### config.mk
export PLATFORM = sky130hd
export DESIGN_NAME = port_h_upper_pin_mux
export DESIGN_NICKNAME = d
export VERILOG_FILES = /design/src/core/pin_mux_pkg.sv /design/src/core/pin_sync.sv /design/src/core/port_h_upper_pin_mux.sv
export SDC_FILE = /design/constraint.sdc
export NUM_CORES = 1
export LEC_CHECK = 0
export BUFFER_PORTS_ARGS = -buffer_cell sky130_fd_sc_hd__buf_2
export CAP_MARGIN = 0
export CELL_PAD_IN_SITES_DETAIL_PLACEMENT = 0
export CELL_PAD_IN_SITES_GLOBAL_PLACEMENT = 2
export CORE_AREA = 5 5 122 124
export DETAILED_ROUTE_END_ITERATION = 10
export DIE_AREA = 0 0 127 129
export PLACE_DENSITY = 0.85
export SKIP_CTS_REPAIR_TIMING = 1
export SYNTH_ARGS = -nofsm -noshare
export SYNTH_HDL_FRONTEND = slang
export SYNTH_SLANG_ARGS = --single-unit
### constraint.sdc
create_clock -name clk_i -period 1.8 [get_ports clk_i]
set_input_delay 0.36 -clock clk_i [delete_from_list [all_inputs] [get_ports clk_i]]
set_output_delay 0.36 -clock clk_i [all_outputs]
set_load 0.05 [all_outputs]
### src/core/pin_mux_pkg.sv
// constants and carrier types for the upper port h pin multiplexer
`default_nettype none

package pin_mux_pkg;

    // ========================================
    // register byte offsets on the wishbone slave
    localparam logic [7:0] OFS_PIN_DATA = 8'h00;
    localparam logic [7:0] OFS_OUTPUT_LATCH = 8'h04;
    localparam logic [7:0] OFS_DIRECTION = 8'h08;
    localparam logic [7:0] OFS_ANALOG_SHARED = 8'h0c;
    localparam logic [7:0] OFS_MUX_CFG = 8'h10;

    // ========================================
    // values after reset
    localparam logic [7:0] LATCH_RST = 8'h00;
    localparam logic [7:0] DIRECTION_RST = 8'hff;
    localparam logic [7:0] ANALOG_SELECT_RST = 8'h00;
    localparam logic [7:0] SHARED_DEFAULT_RST = 8'h00;
    localparam logic [7:0] MUX_CFG_RST = 8'h03;

    // ========================================
    // field positions
    localparam int CFG_PWM_REMAP_BIT = 0;
    localparam int CFG_PAR_REMAP_BIT = 1;
    localparam int CFG_TRISTATE_LSB = 2;
    localparam int WDT_ALT_SFR_BIT = 4;
    localparam int UPPER_PIN_LSB = 5;
    localparam int UPPER_PINS = 3;
    localparam int LOWER_PINS = 5;

    // ========================================
    // register decode results
    typedef enum logic [2:0]
    {
        REG_PIN_DATA = 3'b000,
        REG_OUTPUT_LATCH = 3'b001,
        REG_DIRECTION = 3'b010,
        REG_ANALOG_SHARED = 3'b011,
        REG_MUX_CFG = 3'b100,
        REG_NONE = 3'b111
    } reg_sel_t;

    // ========================================
    // carriers
    typedef struct packed
    {
        logic cyc;
        logic stb;
        logic we;
        logic [7:0] adr;
        logic [3:0] sel;
        logic [31:0] dat;
    } wb_req_t;

    typedef struct packed
    {
        logic ack;
        logic [31:0] dat;
    } wb_rsp_t;

    typedef struct packed
    {
        logic master;
        logic [2:0] en;
        logic byte_enable;
        logic read_strobe;
        logic write_strobe;
    } par_ctl_t;

    typedef struct packed
    {
        logic shutdown;
        logic [2:0] out;
    } pwm_ctl_t;

endpackage

`default_nettype wire

### src/core/pin_sync.sv
// two flip-flop synchroniser for pin inputs
`default_nettype none

module pin_sync
#(
    parameter int WIDTH = 8
)
(
    // clock and reset
    input wire logic clk_i,
    input wire logic rst_i,
    // asynchronous pins in, settled copy out
    input wire logic [WIDTH-1:0] async_i,
    output logic [WIDTH-1:0] sync_o
);

    typedef struct packed
    {
        logic [WIDTH-1:0] first;
        logic [WIDTH-1:0] second;
    } sync_state_t;

    sync_state_t state_reg;
    sync_state_t state_next;

    // first stage feeds only the second
    always_comb
    begin
        state_next.first = async_i;
        state_next.second = state_reg.first;
    end

    // register both stages
    always_ff @(posedge clk_i)
    begin
        if (rst_i)
        begin
            state_reg <= '0;
        end
        else
        begin
            state_reg <= state_next;
        end
    end

    assign sync_o = state_reg.second;

endmodule

`default_nettype wire

### src/core/port_h_upper_pin_mux.sv
// pin mux and port registers for the upper three pins of port h
//
// Notes on behaviour
// (RULE1) free pin drives latch when direction is 0, reads Schmitt input when 1
// (RULE2) bit 5 carries the parallel port byte enable output
// (RULE3) analog is the reset default and never blocks digital output
// (RULE4) pwm output beats latch and parallel port on its pin
// (RULE5) pwm pins may float while a pwm shutdown is active
// (RULE6) bit 6 drives the parallel read strobe as master
// (RULE7) external master drives bit 6 read input in slave role, TTL buffered
// (RULE8) bit 7 drives the parallel write strobe as master
// (RULE9) external master drives bit 7 write input in slave role, TTL buffered
// (RULE10) parallel port functions set direction; direction bit ignored
// (RULE11) parallel inputs are TTL buffered, port data inputs Schmitt buffered
// (RULE12) pwm outputs reach these pins only while pwm remap bit is clear
// (RULE13) parallel functions reach these pins only with remap 0 on large package
// (RULE14) small package: data, latch, direction unimplemented, read zero
// (RULE15) analog select reachable only while watchdog control bit 4 is 1
// (RULE16) unit one channel B sits on bit 7 under pwm rules
// (RULE17) analog select bits 7..0 pick mode of channels 15..8
`default_nettype none

module port_h_upper_pin_mux
(
    // clock and reset
    input wire logic clk_i,
    input wire logic rst_i,
    // wishbone register slave
    input wire pin_mux_pkg::wb_req_t wb_req_i,
    output pin_mux_pkg::wb_rsp_t wb_rsp_o,
    // device configuration
    input wire logic [7:0] watchdog_control_i,
    input wire logic large_package_i,
    // port h pins
    input wire logic [7:0] pin_i,
    output logic [2:0] pin_upper_o,
    output logic [2:0] pin_upper_oe_o,
    // lower pins belong to the neighbouring rows
    output logic [4:0] latch_low_o,
    output logic [4:0] direction_low_o,
    // parallel host port
    input wire pin_mux_pkg::par_ctl_t par_i,
    output logic par_read_in_o,
    output logic par_write_in_o,
    // enhanced pwm units
    input wire pin_mux_pkg::pwm_ctl_t pwm_i,
    output logic pwm_on_port_h_o,
    // analog channels 13 to 15
    output logic [2:0] analog_ch_enable_o
);

    // ========================================
    // state

    typedef struct packed
    {
        logic [7:0] latch;
        logic [7:0] direction;
        logic [7:0] analog_select;
        logic [7:0] shared_default;
        logic [7:0] mux_cfg;
        logic ack;
        logic [31:0] rdata;
        logic [2:0] pin_out;
        logic [2:0] pin_oe;
        logic par_rd_in;
        logic par_wr_in;
    } mux_state_t;

    mux_state_t state_reg;
    mux_state_t state_next;

    logic [7:0] pin_sync;
    logic [7:0] pin_digital;
    logic [2:0] analog_mode;
    logic [2:0] pwm_own;
    logic [2:0] par_own;
    logic [2:0] par_drive;
    logic [2:0] par_value;
    logic [2:0] mux_out;
    logic [2:0] mux_oe;
    logic pwm_routed;
    logic par_routed;
    logic access;
    logic alt_sfr;
    pin_mux_pkg::reg_sel_t rsel;
    logic [7:0] read_byte;

    // ========================================
    // address decode

    function automatic pin_mux_pkg::reg_sel_t decode(input logic [7:0] adr);
        pin_mux_pkg::reg_sel_t sel;
        sel = pin_mux_pkg::REG_NONE;
        unique case (adr)
            pin_mux_pkg::OFS_PIN_DATA: sel = pin_mux_pkg::REG_PIN_DATA;
            pin_mux_pkg::OFS_OUTPUT_LATCH: sel = pin_mux_pkg::REG_OUTPUT_LATCH;
            pin_mux_pkg::OFS_DIRECTION: sel = pin_mux_pkg::REG_DIRECTION;
            pin_mux_pkg::OFS_ANALOG_SHARED: sel = pin_mux_pkg::REG_ANALOG_SHARED;
            pin_mux_pkg::OFS_MUX_CFG: sel = pin_mux_pkg::REG_MUX_CFG;
            default: sel = pin_mux_pkg::REG_NONE;
        endcase
        return sel;
    endfunction

    // ========================================
    // pin input synchroniser

    pin_sync
    #(
        .WIDTH(8)
    )
    u_pin_sync
    (
        .clk_i(clk_i),
        .rst_i(rst_i),
        .async_i(pin_i),
        .sync_o(pin_sync)
    );

    // ========================================
    // routing conditions

    // (RULE12) pwm remap bit clear routes pwm here
    assign pwm_routed = ~state_reg.mux_cfg[pin_mux_pkg::CFG_PWM_REMAP_BIT];
    // (RULE13) parallel port here only on large package with remap 0
    assign par_routed = large_package_i
        & ~state_reg.mux_cfg[pin_mux_pkg::CFG_PAR_REMAP_BIT];
    // (RULE15) shared address view follows watchdog control bit 4
    assign alt_sfr = watchdog_control_i[pin_mux_pkg::WDT_ALT_SFR_BIT];

    // (RULE17) bit 5+i of analog select gives channel 13+i
    assign analog_mode = ~state_reg.analog_select[7:5];

    // (RULE2) byte enable on bit 5, always an output
    assign par_value[0] = par_i.byte_enable;
    assign par_drive[0] = 1'b1;
    // (RULE6) read strobe on bit 6 driven only as master
    assign par_value[1] = par_i.read_strobe;
    assign par_drive[1] = par_i.master;
    // (RULE8) write strobe on bit 7 driven only as master
    assign par_value[2] = par_i.write_strobe;
    assign par_drive[2] = par_i.master;

    // ========================================
    // per pin priority mux

    generate
        for (genvar i = 0; i < pin_mux_pkg::UPPER_PINS; i++)
        begin : g_pin
            localparam int B = pin_mux_pkg::UPPER_PIN_LSB + i;

            assign pwm_own[i] = pwm_routed;
            assign par_own[i] = par_routed & par_i.en[i];

            always_comb
            begin
                // (RULE4) pwm first, then parallel port, then latch
                if (pwm_own[i])
                begin
                    mux_out[i] = pwm_i.out[i];
                    // (RULE5) float during shutdown when enabled
                    mux_oe[i] = ~(pwm_i.shutdown
                        & state_reg.mux_cfg[pin_mux_pkg::CFG_TRISTATE_LSB + i]);
                end
                else if (par_own[i])
                begin
                    // (RULE10) direction bit has no say here
                    mux_out[i] = par_value[i];
                    mux_oe[i] = par_drive[i];
                end
                else
                begin
                    // (RULE1) latch out when direction is 0
                    mux_out[i] = state_reg.latch[B];
                    mux_oe[i] = ~state_reg.direction[B];
                end
            end

            // (RULE11) Schmitt path reads zero in analog mode
            assign pin_digital[B] = pin_sync[B] & ~analog_mode[i];
        end
    endgenerate

    // lower bits pass through; their analog mode lives elsewhere
    assign pin_digital[4:0] = pin_sync[4:0];

    // ========================================
    // register read view

    assign access = wb_req_i.cyc & wb_req_i.stb & ~state_reg.ack;
    assign rsel = decode(wb_req_i.adr);

    always_comb
    begin
        read_byte = 8'h00;
        unique case (rsel)
            pin_mux_pkg::REG_PIN_DATA:
            begin
                // (RULE14) small package reads zero
                read_byte = large_package_i ? pin_digital : 8'h00;
            end
            pin_mux_pkg::REG_OUTPUT_LATCH:
            begin
                read_byte = large_package_i ? state_reg.latch : 8'h00;
            end
            pin_mux_pkg::REG_DIRECTION:
            begin
                read_byte = large_package_i ? state_reg.direction : 8'h00;
            end
            pin_mux_pkg::REG_ANALOG_SHARED:
            begin
                // (RULE15) analog select or the default register
                read_byte = alt_sfr ? state_reg.analog_select : state_reg.shared_default;
            end
            pin_mux_pkg::REG_MUX_CFG:
            begin
                read_byte = state_reg.mux_cfg;
            end
            pin_mux_pkg::REG_NONE:
            begin
                read_byte = 8'h00;
            end
        endcase
    end

    // ========================================
    // next state

    always_comb
    begin
        state_next = state_reg;
        state_next.ack = access;
        // pins settle one cycle after the mux
        state_next.pin_out = mux_out;
        state_next.pin_oe = mux_oe;
        if (!large_package_i)
        begin
            // (RULE14) port absent: pins never driven
            state_next.pin_oe = 3'b000;
        end
        // (RULE7) slave read input from bit 6, TTL path
        state_next.par_rd_in = par_own[1] & ~pwm_own[1] & ~par_i.master
            & pin_sync[pin_mux_pkg::UPPER_PIN_LSB + 1];
        // (RULE9) slave write input from bit 7, TTL path
        state_next.par_wr_in = par_own[2] & ~pwm_own[2] & ~par_i.master
            & pin_sync[pin_mux_pkg::UPPER_PIN_LSB + 2];
        if (access)
        begin
            state_next.rdata = {24'h000000, read_byte};
        end
        // register writes on byte lane 0
        if (access && wb_req_i.we && wb_req_i.sel[0])
        begin
            unique case (rsel)
                pin_mux_pkg::REG_PIN_DATA,
                pin_mux_pkg::REG_OUTPUT_LATCH:
                begin
                    // (RULE14) writes dropped on small package
                    if (large_package_i)
                    begin
                        state_next.latch = wb_req_i.dat[7:0];
                    end
                end
                pin_mux_pkg::REG_DIRECTION:
                begin
                    if (large_package_i)
                    begin
                        state_next.direction = wb_req_i.dat[7:0];
                    end
                end
                pin_mux_pkg::REG_ANALOG_SHARED:
                begin
                    // (RULE15) write lands in the visible register
                    if (alt_sfr)
                    begin
                        state_next.analog_select = wb_req_i.dat[7:0];
                    end
                    else
                    begin
                        state_next.shared_default = wb_req_i.dat[7:0];
                    end
                end
                pin_mux_pkg::REG_MUX_CFG:
                begin
                    state_next.mux_cfg = {3'h0, wb_req_i.dat[4:0]};
                end
                pin_mux_pkg::REG_NONE:
                begin
                    state_next.mux_cfg = state_reg.mux_cfg;
                end
            endcase
        end
    end

    // ========================================
    // state register

    always_ff @(posedge clk_i)
    begin
        if (rst_i)
        begin
            state_reg.latch <= pin_mux_pkg::LATCH_RST;
            state_reg.direction <= pin_mux_pkg::DIRECTION_RST;
            // (RULE3) analog on all channels after reset
            state_reg.analog_select <= pin_mux_pkg::ANALOG_SELECT_RST;
            state_reg.shared_default <= pin_mux_pkg::SHARED_DEFAULT_RST;
            state_reg.mux_cfg <= pin_mux_pkg::MUX_CFG_RST;
            state_reg.ack <= 1'b0;
            state_reg.rdata <= 32'h00000000;
            state_reg.pin_out <= 3'h0;
            state_reg.pin_oe <= 3'h0;
            state_reg.par_rd_in <= 1'b0;
            state_reg.par_wr_in <= 1'b0;
        end
        else
        begin
            state_reg <= state_next;
        end
    end

    // ========================================
    // outputs

    assign wb_rsp_o.ack = state_reg.ack;
    assign wb_rsp_o.dat = state_reg.rdata;
    // (RULE3) analog mode leaves the output path alone
    assign pin_upper_o = state_reg.pin_out;
    // (RULE16) bit 7 carries unit one channel B via the same mux
    assign pin_upper_oe_o = state_reg.pin_oe;
    assign latch_low_o = state_reg.latch[4:0];
    assign direction_low_o = state_reg.direction[4:0];
    assign par_read_in_o = state_reg.par_rd_in;
    assign par_write_in_o = state_reg.par_wr_in;
    // (RULE12) tells the other port the pwm outputs left it
    assign pwm_on_port_h_o = pwm_routed;
    assign analog_ch_enable_o = analog_mode;

endmodule

`default_nettype wire

==> flow_summary.toml <==
[run_status]
status = "completed"

[clock_network]
clkLatencyLatePin_ns = 0.33
htree_levels = 3
cts_sinks = 70
numCtsBuffers = 9
cts_tree = "done"
ctsLongestPathBuffers = 2
clk_transition_reported_paths_ns = 0.06
cts_root_buf = "clkbuf_16"

[logic_synthesis]
ys_types = 42
synth_seq_cells = 70
ys_warn_count = 0
ys_seq_area_frac = 0.405
synthCells = 365
async_reset_ff_frac = 0
mappedNetlistArea_um2 = 3460
syn_avg_cell_area_um2 = 9.48
synth_flop_cell = "dfxtp_1"
synth_edf_count = 0

[job]
maxCapViolCount = 0

[worst_setup_path]
critPathLaunchType = "register"
critical_path.max_fanout = 8
worstSetupPathType = "reg2reg"
r2r_cells = 5
crit_required_ns = 2.05
worstPathArrival_ns = 1.92
end_kind = "register"

[routing]
drt_iter0_markers = 168
drt-pass1-iter-count = 4
viasPerCell = 4.31
wire_per_inst_um = 14.2
drc = 0
detail-route-antenna-nets = 0
routed_wl_um = 8730
vias = 2645

[sta]
clock_skew_ns = 0.00516
slew_headroom = 0.619
drv_slew = 0
setup_violations = 0
fmax_mhz = 600
hold_viol_final = 0
rsz0062_at_grt = "false"
fin_crit_sh = 0.925
final.min_clock_period_ns = 1.67
tightest_slew_ns = 0.571
fin_setup_tns_ns = 0

[floorplan]
start_util = 0.253
die-area_um2 = 16400
die_w_um = 127
die_y_um = 129
io-pin-count = 132
core_region_area_um2 = 13700
rows = 43

[power_and_ir_drop]
power.leakage_nw = 1.91
power_density_nw_per_um2 = 941
ir_drop_mv = 0.375

[placement]
dp_cells = 596
gp_congestion = 0.833
port_buffers = 73
hpwl_um = 7020

[finish]
nFillCells = 1429
layout.nets = 504
area_delta_synth_final_pct = 22.5
largest_reg_flops = 27
multi_input_area_um2 = 1670
regArea_um2 = 1400
drive_gt1_frac = 0.292
final_cell_count_no_fill = 613

[grt]
grt_max_degree = 32
grt_pass1_wl_um = 13800
antenna_found_initial = 2
track_usage = 0.108
grt_pass1_vias = 2611
grt_overflow = 0

[hold_path]
whs_path_depth = 2
hold_path_class = "in2reg"
==> cells in the mapped netlist (2+ instances only) <==
master	instances	share of area
a211o_1	8	0.020
a211oi_1	4	0.0087
a21boi_0	3	0.0065
a21oi_1	4	0.0058
a22oi_1	8	0.017
a311o_1	3	0.0087
a311oi_1	4	0.010
and3_1	15	0.027
and3b_1	3	0.0076
buf_2	3	0.0043
buf_4	50	0.11
clkbuf_1	17	0.018
dfxtp_1	70	0.40
inv_1	5	0.0054
mux2_2	5	0.016
mux2i_1	40	0.12
nand2_1	11	0.012
nand2b_1	35	0.063
nand3_1	3	0.0043
nand3b_1	4	0.0087
nor2_1	25	0.027
nor2b_1	16	0.029
nor4_4	2	0.012
o211a_1	2	0.0058
o211ai_1	2	0.0043
o21ai_0	5	0.0072
o22ai_1	3	0.0054
==> final cells by class <==
class                      instances  area share
antenna                            1    0.000590
tap                              180      0.0531
multi-input combinational        242       0.394
clock buffer                      11      0.0573
sequential                        70       0.331
timing repair buffer              99       0.135
clock inverter                     5      0.0251
inverter                           5     0.00443
==> through the flow <==
stage / setup WS [ns] / total power [mW] / hold WS, ns / utilization / area (µm²)
finish: 0.135 / 3.99 / 0.239 / 0.310 / 4240
global route: 0.0228 / 4.14 / 0.243 / 0.310 / 4240
floorplan: 0.0268 / 1.93 / 0.414 / - / 3560
detailed placement: -0.179 / 1.99 / 0.423 / 0.284 / 3890
CTS: 0.134 / 4.02 / 0.232 / 0.310 / 4240
global placement: -0.177 / 1.99 / 0.424 / 0.284 / 3890
==> metal layers <==
| layer | routed length, µm | global-route usage | part of all wire |
|---|---|---|---|
| met2 | 4120 | 0.176 | 0.47 |
| met1 | 3990 | 0.137 | 0.46 |
| met4 | 149 | 0.0454 | 0.017 |
| met3 | 427 | 0.0249 | 0.049 |
| met5 | 40 | 0 | 0.0046 |
==> kinds of logic after synthesis <==
family / after synthesis / share of synthesized area
AO/OA/AOI/OAI: 48 / 0.104
flip-flops: 70 / 0.405
other: 1 / 0.00108
buffers and inverters: 76 / 0.140
multiplexers: 45 / 0.132
AND/OR/NAND/NOR: 125 / 0.218
==> critical path, stage by stage (launching register included) <==
cell and delay (ns):
dfxtp_1 0.31, and3b_1 0.23, and3_1 0.39, and4_1 0.31
buf_12 0.15, mux2i_1 0.19
==> report_power, final <==
group / internal [mW] / leakage [nW] / switching, mW / total [mW]
clock network: 1.39 / 0.166 / 0.637 / 2.03
registers: 1.57 / 0.569 / 0.00811 / 1.58
logic: 0.114 / 1.18 / 0.262 / 0.375
total: 3.08 / 1.91 / 0.907 / 3.99
==> worst paths after layout <==
check                                 from                       end  slack, ns
setup / recovery              wb_rsp_o[32]             state_reg[61]       0.13
hold / removal                    pin_i[2]  u_pin_sync.state_next[2]       0.24
setup reg to reg              wb_rsp_o[32]             state_reg[61]       0.13
hold reg to reg   u_pin_sync.state_next[6]      u_pin_sync.sync_o[6]       0.43
==> cells in the final DEF, fill, tap and decap left out, drive strengths merged, types with 11 or more instances in the layout <==
cell type	n
buf	99
dfxtp	70
mux2i	40
nand2b	35
nor2	25
conb	24
nor2b	16
and3	15
nand2	12
clkbuf	11
No activity file was read; power rests on OpenSTA's default activity.
